## src/qcs_pkg.sv

```systemverilog
package qcs_pkg;

	// ==========================================================
	// sizes
	localparam int NQ = 8;
	localparam int NPORT = 8;
	localparam int NDSCP = 64;
	localparam logic [16:0] PERCENT_FULL = 17'h00064;

	// ==========================================================
	// register byte offsets
	localparam logic [11:0] ADDR_CTRL = 12'h000;
	localparam logic [11:0] ADDR_P2Q = 12'h004;
	localparam logic [11:0] ADDR_Q2P = 12'h008;
	localparam logic [11:0] ADDR_PR2Q = 12'h00c;
	localparam logic [11:0] ADDR_Q2PR = 12'h010;
	localparam logic [11:0] ADDR_STRICT = 12'h014;
	localparam logic [11:0] ADDR_STAT = 12'h018;
	localparam logic [11:0] ADDR_PORT = 12'h040;
	localparam logic [11:0] ADDR_WGT = 12'h080;
	localparam logic [11:0] ADDR_BW = 12'h0a0;
	localparam logic [11:0] ADDR_Q2D = 12'h0c0;
	localparam logic [11:0] ADDR_D2Q = 12'h100;

	// ==========================================================
	// field positions
	localparam int CTRL_EN_BIT = 0;
	localparam int CTRL_MODE_LSB = 1;
	localparam int PORT_TRUST_BIT = 3;
	localparam int PORT_RMK_PRIO_BIT = 4;
	localparam int PORT_RMK_DSCP_BIT = 5;
	localparam int PORT_RMK_PREC_BIT = 6;

	// ==========================================================
	// values after reset
	localparam logic [2:0] RST_CTRL = 3'h0;
	localparam logic [23:0] RST_IDENT = 24'hfac688;
	localparam logic [7:0] RST_STRICT = 8'hff;
	localparam logic [7:0] RST_WGT = 8'h01;
	localparam logic [5:0] RST_Q2D = 6'h00;
	localparam logic [6:0] RST_PORT = 7'h08;
	localparam logic [2:0] BEST_EFFORT_Q = 3'h0;

	// ==========================================================
	// bus answers and trust modes
	localparam logic [1:0] RESP_OKAY = 2'h0;
	localparam logic [1:0] RESP_SLVERR = 2'h2;
	typedef enum logic [1:0] {
		TRUST_COS,
		TRUST_DSCP,
		TRUST_TAG_OR_DIFFSERV,
		TRUST_PREC
	} qcs_trust_type;

endpackage

```

## src/qcs_top.sv

```systemverilog
// Overview of operation
// - global enable turns classification on or off
// - trust CoS uses tag priority, else default
// - trust DSCP maps IP, non-IP best effort
// - combined mode: IP by DSCP, others by tag
// - precedence mode uses precedence-to-queue table
// - untrusted port sends everything best effort
// - per-port default priority for untagged frames
// - priority remark from queue-to-priority table
// - separate DSCP and precedence remark enables
// - eight egress queues per interface
// - higher queue number means higher priority
// - strict serves highest non-empty queue first
// - round robin serves queue until quota spent
// - per-queue strict or round robin, strict first
// - weight only used by round robin queues
// - report round robin bandwidth percentage per queue
// - priority-to-queue table for CoS trust
// - DSCP-to-queue table, tag priority kept
// - queue-to-DSCP table for DSCP remark
//
// The AXI4-Lite slave port and the placing of the registers are this design's own decisions.
`timescale 1ns/1ns
module qcs_top (
	// clock and reset
	input wire logic mclk,
	input wire logic nrst,
	// register bus write channels
	input wire logic [11:0] awaddr,
	input wire logic awvalid,
	output logic awready,
	input wire logic [31:0] wdata,
	input wire logic [3:0] wstrb,
	input wire logic wvalid,
	output logic wready,
	output logic [1:0] bresp,
	output logic bvalid,
	input wire logic bready,
	// register bus read channels
	input wire logic [11:0] araddr,
	input wire logic arvalid,
	output logic arready,
	output logic [31:0] rdata,
	output logic [1:0] rresp,
	output logic rvalid,
	input wire logic rready,
	// ingress frame descriptor
	input wire logic inValid,
	input wire logic [2:0] inPort,
	input wire logic inTagged,
	input wire logic [2:0] inPrio,
	input wire logic inIsIp,
	input wire logic [5:0] inDscp,
	// classification result
	output logic clsValid,
	output logic [2:0] clsPort,
	output logic [2:0] clsQueue,
	// egress queue selection
	input wire logic txPick,
	input wire logic [7:0] queueNonEmpty,
	output logic pickValid,
	output logic [2:0] pickQueue,
	// egress remark
	input wire logic egValid,
	input wire logic [2:0] egPort,
	input wire logic [2:0] egQueue,
	input wire logic egIsIp,
	input wire logic [2:0] egPrio,
	input wire logic [5:0] egDscp,
	output logic rmkValid,
	output logic [2:0] rmkPrio,
	output logic [5:0] rmkDscp
);
	logic [2:0] ctrl_q;
	logic [23:0] p2q_q;
	logic [23:0] q2p_q;
	logic [23:0] pr2q_q;
	logic [23:0] q2pr_q;
	logic [7:0] strict_q;
	logic [6:0] port_q [qcs_pkg::NPORT];
	logic [7:0] wgt_q [qcs_pkg::NQ];
	logic [5:0] q2d_q [qcs_pkg::NQ];
	logic [2:0] d2q_q [qcs_pkg::NDSCP];
	logic [63:0] wgtFlat;
	logic [10:0] wrrSum;
	logic [16:0] bwNum;
	logic wrEn;
	logic rdEn;
	logic [31:0] rdD;
	logic rdHit;
	logic qosOn;
	qcs_pkg::qcs_trust_type mode;
	logic [6:0] inCfg;
	logic [2:0] effPrio;
	logic [2:0] cosQ;
	logic [2:0] clsD;
	logic [6:0] egCfg;

	// ==========================================================
	// helpers
	// byte-lane merge so partial writes keep untouched lanes
	function automatic logic [31:0] merge(input logic [31:0] old,
		input logic [31:0] nw, input logic [3:0] strb);
		logic [31:0] r;
		r = old;
		for (int b = 0; b < 4; b++) begin
			if (strb[b])
				r[b*8 +: 8] = nw[b*8 +: 8];
		end
		return r;
	endfunction

	// word window test, aligned words only
	function automatic logic inWin(input logic [11:0] a,
		input logic [11:0] base, input int n);
		return (a >= base) && ({20'h0, a} < {20'h0, base} + 32'(4 * n))
			&& (a[1:0] == 2'h0);
	endfunction

	// 3-bit entry out of an eight-entry packed table
	function automatic logic [2:0] tab3(input logic [23:0] t,
		input logic [2:0] i);
		return t[i*3 +: 3];
	endfunction

	// ==========================================================
	// bus handshakes
	// address and data taken together; one write answer at a time
	assign wrEn = awvalid && wvalid && !bvalid;
	assign awready = wrEn;
	assign wready = wrEn;
	assign rdEn = arvalid && !rvalid;
	assign arready = !rvalid;

	// write answer, read-only offsets and anything outside the aligned 0x000-0x1fc words get an error
	always_ff @(posedge mclk or negedge nrst) begin
		if (!nrst) begin
			bvalid <= 1'b0;
			bresp <= qcs_pkg::RESP_OKAY;
		end else if (wrEn) begin
			bvalid <= 1'b1;
			if (awaddr == qcs_pkg::ADDR_STAT
				|| inWin(awaddr, qcs_pkg::ADDR_BW, qcs_pkg::NQ)
				|| !inWin(awaddr, 12'h000, 128))
				bresp <= qcs_pkg::RESP_SLVERR;
			else
				bresp <= qcs_pkg::RESP_OKAY;
		end else if (bready) begin
			bvalid <= 1'b0;
		end
	end

	// ==========================================================
	// global and packed tables
	always_ff @(posedge mclk or negedge nrst) begin
		if (!nrst) begin
			ctrl_q <= qcs_pkg::RST_CTRL;
			p2q_q <= qcs_pkg::RST_IDENT;
			q2p_q <= qcs_pkg::RST_IDENT;
			pr2q_q <= qcs_pkg::RST_IDENT;
			q2pr_q <= qcs_pkg::RST_IDENT;
			strict_q <= qcs_pkg::RST_STRICT;
		end else if (wrEn) begin
			unique case (awaddr)
				qcs_pkg::ADDR_CTRL:
					ctrl_q <= 3'(merge(32'(ctrl_q), wdata, wstrb));
				qcs_pkg::ADDR_P2Q:
					p2q_q <= 24'(merge(32'(p2q_q), wdata, wstrb));
				qcs_pkg::ADDR_Q2P:
					q2p_q <= 24'(merge(32'(q2p_q), wdata, wstrb));
				qcs_pkg::ADDR_PR2Q:
					pr2q_q <= 24'(merge(32'(pr2q_q), wdata, wstrb));
				qcs_pkg::ADDR_Q2PR:
					q2pr_q <= 24'(merge(32'(q2pr_q), wdata, wstrb));
				qcs_pkg::ADDR_STRICT:
					strict_q <= 8'(merge(32'(strict_q), wdata, wstrb));
				default: ;
			endcase
		end
	end

	// per-port settings: default priority, trust, remark enables
	always_ff @(posedge mclk or negedge nrst) begin
		if (!nrst) begin
			for (int p = 0; p < qcs_pkg::NPORT; p++)
				port_q[p] <= qcs_pkg::RST_PORT;
		end else if (wrEn && inWin(awaddr, qcs_pkg::ADDR_PORT,
			qcs_pkg::NPORT)) begin
			port_q[awaddr[4:2]] <=
				7'(merge(32'(port_q[awaddr[4:2]]), wdata, wstrb));
		end
	end

	// per-queue weight and remark DSCP
	always_ff @(posedge mclk or negedge nrst) begin
		if (!nrst) begin
			for (int q = 0; q < qcs_pkg::NQ; q++) begin
				wgt_q[q] <= qcs_pkg::RST_WGT;
				q2d_q[q] <= qcs_pkg::RST_Q2D;
			end
		end else if (wrEn) begin
			if (inWin(awaddr, qcs_pkg::ADDR_WGT, qcs_pkg::NQ))
				wgt_q[awaddr[4:2]] <=
					8'(merge(32'(wgt_q[awaddr[4:2]]), wdata, wstrb));
			if (inWin(awaddr, qcs_pkg::ADDR_Q2D, qcs_pkg::NQ))
				q2d_q[awaddr[4:2]] <=
					6'(merge(32'(q2d_q[awaddr[4:2]]), wdata, wstrb));
		end
	end

	// DSCP-to-queue table, one word per DSCP value
	always_ff @(posedge mclk or negedge nrst) begin
		if (!nrst) begin
			for (int d = 0; d < qcs_pkg::NDSCP; d++)
				d2q_q[d] <= 3'(d >> 3);
		end else if (wrEn && inWin(awaddr, qcs_pkg::ADDR_D2Q,
			qcs_pkg::NDSCP)) begin
			d2q_q[awaddr[7:2]] <=
				3'(merge(32'(d2q_q[awaddr[7:2]]), wdata, wstrb));
		end
	end

	// ==========================================================
	// round robin share
	// weights of strict queues drop out of the denominator
	always_comb begin
		wrrSum = 11'h000;
		wgtFlat = 64'h0;
		for (int q = 0; q < qcs_pkg::NQ; q++) begin
			wgtFlat[q*8 +: 8] = wgt_q[q];
			if (!strict_q[q])
				wrrSum = wrrSum + 11'(wgt_q[q]);
		end
		bwNum = 17'(wgt_q[araddr[4:2]]) * qcs_pkg::PERCENT_FULL;
	end

	// ==========================================================
	// read mux
	always_comb begin
		rdD = 32'h0;
		rdHit = 1'b1;
		if (araddr == qcs_pkg::ADDR_CTRL)
			rdD = 32'(ctrl_q);
		else if (araddr == qcs_pkg::ADDR_P2Q)
			rdD = 32'(p2q_q);
		else if (araddr == qcs_pkg::ADDR_Q2P)
			rdD = 32'(q2p_q);
		else if (araddr == qcs_pkg::ADDR_PR2Q)
			rdD = 32'(pr2q_q);
		else if (araddr == qcs_pkg::ADDR_Q2PR)
			rdD = 32'(q2pr_q);
		else if (araddr == qcs_pkg::ADDR_STRICT)
			rdD = 32'(strict_q);
		else if (araddr == qcs_pkg::ADDR_STAT)
			rdD = {21'h0, pickQueue, queueNonEmpty};
		else if (inWin(araddr, qcs_pkg::ADDR_PORT, qcs_pkg::NPORT))
			rdD = 32'(port_q[araddr[4:2]]);
		else if (inWin(araddr, qcs_pkg::ADDR_WGT, qcs_pkg::NQ))
			rdD = 32'(wgt_q[araddr[4:2]]);
		else if (inWin(araddr, qcs_pkg::ADDR_BW, qcs_pkg::NQ)) begin
			// strict queues and an empty weight sum read zero
			if (!strict_q[araddr[4:2]] && wrrSum != 11'h000)
				rdD = 32'(bwNum / 17'(wrrSum));
		end else if (inWin(araddr, qcs_pkg::ADDR_Q2D, qcs_pkg::NQ))
			rdD = 32'(q2d_q[araddr[4:2]]);
		else if (inWin(araddr, qcs_pkg::ADDR_D2Q, qcs_pkg::NDSCP))
			rdD = 32'(d2q_q[araddr[7:2]]);
		else
			rdHit = 1'b0;
	end

	// read answer held until rready
	always_ff @(posedge mclk or negedge nrst) begin
		if (!nrst) begin
			rvalid <= 1'b0;
			rdata <= 32'h0;
			rresp <= qcs_pkg::RESP_OKAY;
		end else if (rdEn) begin
			rvalid <= 1'b1;
			rdata <= rdD;
			rresp <= rdHit ? qcs_pkg::RESP_OKAY : qcs_pkg::RESP_SLVERR;
		end else if (rready) begin
			rvalid <= 1'b0;
		end
	end

	// ==========================================================
	// ingress classification
	// tables are read live, so a change hits the next frame
	assign qosOn = ctrl_q[qcs_pkg::CTRL_EN_BIT];
	assign mode = qcs_pkg::qcs_trust_type'(
		ctrl_q[qcs_pkg::CTRL_MODE_LSB +: 2]);
	assign inCfg = port_q[inPort];

	always_comb begin
		effPrio = inTagged ? inPrio : inCfg[2:0];
		cosQ = tab3(p2q_q, effPrio);
		clsD = qcs_pkg::BEST_EFFORT_Q;
		unique case (mode)
			qcs_pkg::TRUST_COS:
				clsD = cosQ;
			qcs_pkg::TRUST_DSCP:
				clsD = inIsIp ? d2q_q[inDscp]
					: qcs_pkg::BEST_EFFORT_Q;
			qcs_pkg::TRUST_TAG_OR_DIFFSERV:
				clsD = inIsIp ? d2q_q[inDscp] : cosQ;
			qcs_pkg::TRUST_PREC:
				clsD = inIsIp ? tab3(pr2q_q, inDscp[5:3])
					: qcs_pkg::BEST_EFFORT_Q;
		endcase
		// off or untrusting port: everything best effort
		if (!qosOn || !inCfg[qcs_pkg::PORT_TRUST_BIT])
			clsD = qcs_pkg::BEST_EFFORT_Q;
	end

	// registered result goes to the enqueue stage
	always_ff @(posedge mclk or negedge nrst) begin
		if (!nrst) begin
			clsValid <= 1'b0;
			clsPort <= 3'h0;
			clsQueue <= qcs_pkg::BEST_EFFORT_Q;
		end else begin
			clsValid <= inValid;
			if (inValid) begin
				clsPort <= inPort;
				clsQueue <= clsD;
			end
		end
	end

	// ==========================================================
	// egress scheduler over the eight queues
	qcs_sched u_sched (
		.mclk(mclk),
		.nrst(nrst),
		.pickReq(txPick),
		.nonEmpty(queueNonEmpty),
		.strictMask(strict_q),
		.weights(wgtFlat),
		.pickValid(pickValid),
		.pickQueue(pickQueue)
	);

	// ==========================================================
	// egress remark
	// tag priority passes unchanged unless QoS and its remark are both on
	assign egCfg = port_q[egPort];

	always_ff @(posedge mclk or negedge nrst) begin
		if (!nrst) begin
			rmkValid <= 1'b0;
			rmkPrio <= 3'h0;
			rmkDscp <= 6'h00;
		end else begin
			rmkValid <= egValid;
			if (egValid) begin
				if (qosOn && egCfg[qcs_pkg::PORT_RMK_PRIO_BIT])
					rmkPrio <= tab3(q2p_q, egQueue);
				else
					rmkPrio <= egPrio;
				if (egIsIp && qosOn && egCfg[qcs_pkg::PORT_RMK_DSCP_BIT])
					rmkDscp[2:0] <= q2d_q[egQueue][2:0];
				else
					rmkDscp[2:0] <= egDscp[2:0];
				// precedence remark overrides top bits of DSCP remark
				if (egIsIp && qosOn && egCfg[qcs_pkg::PORT_RMK_PREC_BIT])
					rmkDscp[5:3] <= tab3(q2pr_q, egQueue);
				else if (egIsIp && qosOn
					&& egCfg[qcs_pkg::PORT_RMK_DSCP_BIT])
					rmkDscp[5:3] <= q2d_q[egQueue][5:3];
				else
					rmkDscp[5:3] <= egDscp[5:3];
			end
		end
	end

endmodule

```

## src/qcs_sched.sv

```systemverilog
`timescale 1ns/1ns
module qcs_sched (
	// clock and reset
	input wire logic mclk,
	input wire logic nrst,
	// selection request and queue state
	input wire logic pickReq,
	input wire logic [7:0] nonEmpty,
	input wire logic [7:0] strictMask,
	input wire logic [63:0] weights,
	// selection answer
	output logic pickValid,
	output logic [2:0] pickQueue
);
	logic [2:0] curQ_q;
	logic [7:0] credit_q;
	logic [7:0] strictHit;
	logic [7:0] wrrHit;
	logic [2:0] spQ;
	logic [2:0] rrQ;
	logic stay;

	// ==========================================================
	// candidate search
	always_comb begin
		strictHit = nonEmpty & strictMask;
		wrrHit = 8'h00;
		spQ = 3'h0;
		rrQ = curQ_q;
		for (int i = 0; i < qcs_pkg::NQ; i++) begin
			wrrHit[i] = nonEmpty[i] & ~strictMask[i]
				& (weights[i*8 +: 8] != 8'h00);
			if (strictHit[i])
				spQ = 3'(i);
		end
		// round robin order starts after the current queue
		for (int i = qcs_pkg::NQ; i >= 1; i--) begin
			if (wrrHit[3'(curQ_q + 3'(i))])
				rrQ = 3'(curQ_q + 3'(i));
		end
		stay = wrrHit[curQ_q] && (credit_q != 8'h00);
	end

	// ==========================================================
	// one grant per request, strict queues always first
	always_ff @(posedge mclk or negedge nrst) begin
		if (!nrst) begin
			pickValid <= 1'b0;
			pickQueue <= 3'h0;
			curQ_q <= 3'h0;
			credit_q <= 8'h00;
		end else begin
			pickValid <= pickReq && ((|strictHit) || (|wrrHit));
			if (pickReq) begin
				if (|strictHit) begin
					pickQueue <= spQ;
				end else if (stay) begin
					pickQueue <= curQ_q;
					credit_q <= credit_q - 8'h01;
				end else if (|wrrHit) begin
					pickQueue <= rrQ;
					curQ_q <= rrQ;
					credit_q <= weights[rrQ*8 +: 8] - 8'h01;
				end
			end
		end
	end

endmodule

```

## config.mk

```make
export PLATFORM = sky130hd
export DESIGN_NAME = qcs_top
export DESIGN_NICKNAME = d
export VERILOG_FILES = /design/src/qcs_pkg.sv /design/src/qcs_top.sv /design/src/qcs_sched.sv
export SDC_FILE = /design/constraint.sdc
export NUM_CORES = 2
export LEC_CHECK = 0
export BUFFER_PORTS_ARGS = -buffer_cell sky130_fd_sc_hd__buf_2
export CAP_MARGIN = 20
export CORE_ASPECT_RATIO = 1.75
export CORE_MARGIN = 4
export CORE_UTILIZATION = 55
export DETAILED_ROUTE_END_ITERATION = 10
export GPL_TIMING_DRIVEN = 0
export PLACE_DENSITY_LB_ADDON = 0.1
export SLEW_MARGIN = 20
export SYNTH_ARGS = -nofsm -noshare
export SYNTH_HDL_FRONTEND = slang
export SYNTH_SLANG_ARGS = --single-unit
export TNS_END_PERCENT = 20
```

## constraint.sdc

```tcl
create_clock -name mclk -period 285.3 [get_ports mclk]
set_clock_uncertainty 0.1 [all_clocks]
set_input_delay 14.265 -clock mclk [delete_from_list [all_inputs] [get_ports mclk]]
set_output_delay 14.265 -clock mclk [all_outputs]
set_load 0.02 [all_outputs]
```

==> impl_metrics.toml <==
[worst_setup_path]
worstSetupEndpointType = "register"
slowest_delay_ns = 0.94
cp_num_buf_inv = 93
arrival_ns = 143.76
slowest_stage = "nor4_2"
critPathMostFrequentCell = "a21o_1"
cp-start-kind = "primary input"
path_delay_family = "compound AO/OA/AOI/OAI gates"
path_class = "in2reg"
critical_path_required_ns = 285.66
cp_max_fo = 10

[yosys]
synthArstFlopShare = 1.00
synth-seq-area-share = 0.202
yosysTopAreaCell = "dfrtp_1"
synth_commonest_cells = "nand2_1 (814), nor2_1 (665), a21oi_1 (537)"
synth_area_leaders = "dfrtp_1 (14%), mux4_2 (11%), ha_1 (7.2%), dfstp_2 (6.6%), mux2_2 (6.2%)"
ys_warn_count = 0
synthCells = 7826
synth_most_common_cell = "nand2_1"
synth_edf_count = 0
ys_types = 150
ys_ff_latch = 535
syn_area_um2 = 67200
ys.flop_type = "dfrtp_1"
synth_top_area_frac = 0.137
syn_avg_cell_area_um2 = 8.59

[place]
gp_congestion = 1.06
portBuffers = 139
place_hpwl_mm = 224

[floorplan]
core_area_um2 = 121000
fp.dieH_um = 471
initial_utilization = 0.554
die_w_um = 272
io_pins = 170
dieArea_um2 = 128000
core.rowCount = 169

[drt]
ant_nets = 0
drt-initial-drc-count = 5888
drcViolationCount = 0
vias_per_cell = 7.01
wl_mm = 284
via_count = 68300
routedWlPerCell_um = 29.2
dr.pass1.iters = 8

[timing]
min_period_ns = 143.41
setup_viol = 0
max_freq_mhz = 6.97
fin_tns_setup_ns = 0
hold_viol = 0
rsz0062_at_grt = "false"
relSlewSlack = 0.124
worst_pin_slew_ns = 1.31
slew_viol_final = 0
min_period_over_period = 0.503

[clocking]
cts_setup_buffers = 0
clock-sinks = 535
cts_resized = 0
cts_root_buf = "clkbuf_16"
clk_pin_slew_ns = 0.09
holdBufCountCts = 0
cts_tree = "yes"
htreeDepth = 2
clockBufferDepth = 3
cts_buffers = 50
clk_latency_ns = 0.66

[grt]
grt_max_degree = 101
grt_util_all_layers = 0.428
grt-ovfl-total = 0
grt_pass1_wl_mm = 418
antenna_found_initial = 32
first_global_vias = 68700

[worst_hold_path]
min_path_type = "reg2reg"

[outcome]
outcome = "finished, final reports clean"

[cells_and_area]
layout.nets = 8563
fillers = 11200
syn2layout_area_growth_pct = 7.96
drive_gt1_frac = 0.179

[flow_run]
drv_cap = 0
## state kept, by name, summed over array words and instances, names as in the netlist, 8 cells and up
| name | flops |
|---|---|
| d2q_q | 192 |
| wgtFlat | 64 |
| port_q | 56 |
| q2d_q | 48 |
| rdata | 32 |
| p2q_q | 24 |
| pr2q_q | 24 |
| q2p_q | 24 |
| q2pr_q | 24 |
| strict_q | 8 |
| u_sched.credit_q | 8 |
## worst min-delay path: cells and delay by family (launching register included)
kind	cells	cell delay (ns)
flops	1	0.35
compound gates	1	0.06
simple gates	1	0.04
## layer usage
layer | vias to the layer above | share of wire | track usage
met5 | - | 0.00066 | 0
met4 | 18 | 0.12 | 0.413
met3 | 1621 | 0.088 | 0.103
met2 | 3860 | 0.48 | 0.735
met1 | 32600 | 0.31 | 0.413
li1 | 30200 | - | -
## logic make-up (layout without fill, tap and decap cells)
group,Yosys count,in the layout,synth area share
DFF,535,535,0.202
and+or+nand+nor,2780,2780,0.207
other,1,26,0.0000558
muxes,838,838,0.195
buffers and inverters,546,815,0.0364
AOI/OAI and AO/OA,2241,2241,0.220
adders and majority gates,401,401,0.0758
xor gates and xnor gates,484,484,0.0639
## area by class of cell
type / count / area [um^2] / share of cell area
multi-input cells: 6746 / 51400 / 0.708
clock buffers: 70 / 1430 / 0.0196
well taps: 1624 / 2030 / 0.0280
repair buffers: 177 / 1380 / 0.0190
flip-flops and latches: 535 / 13600 / 0.187
diodes: 24 / 60.1 / 0.000827
inverters: 212 / 798 / 0.0110
plain buffers: 334 / 1670 / 0.0230
clock inverters: 22 / 259 / 0.00357
## path summary, 6_finish.rpt
| check | startpoint | end | slack, ns | cells after the start |
|---|---|---|---|---|
| setup / recovery | araddr[3] | rdata[0]$_DFFE_PN0P_ | 141.89 | 527 |
| hold / removal | rdata[27]$_DFFE_PN0P_ | rdata[27]$_DFFE_PN0P_ | 0.38 | 2 |
| setup reg to reg | strict_q[0]$_DFFE_PN1P_ | rdata[0]$_DFFE_PN0P_ | 152.59 | 553 |
| hold reg to reg | rdata[27]$_DFFE_PN0P_ | rdata[27]$_DFFE_PN0P_ | 0.38 | 2 |
| max in group asynchronous | nrst | strict_q[6]$_DFFE_PN1P_ | 270.07 | 3 |
| min in group asynchronous | nrst | d2q_q[61]$_DFFE_PN0P_ | 13.51 | 1 |
## cell usage in the layout (no fill, tap or decap), drive strengths merged, types with 89 or more instances in the layout
cell	instances
xor2	172
ha	388
mux2	377
nand4	93
a21o	238
nor3	199
mux2i	124
a211oi	97
nand2b	93
nor2	668
a31oi	89
xnor2	311
mux4	337
nand2	815
clkbuf	271
dfstp	168
dfrtp	367
o21a	93
o21ai	576
buf	309
nor2b	141
nand3	165
and2	95
inv	215
a21oi	538
## per-stage QoR
stage	hold slack, ns	worst slack (ns)	std cells	cell area (um^2)	utilization
detailed placement	0.367	144.88	9621	70700	0.583
floorplan	0.368	175.45	7827	67200	-
global placement	0.360	143.99	9590	70000	0.576
finish	0.380	141.89	9744	72600	0.598
global route	0.401	135.55	9724	72500	0.598
CTS	0.387	145.19	9713	72400	0.597
Power is not shown: default switching activity piles up to over one toggle a cycle in this logic, so the estimate is an artifact.
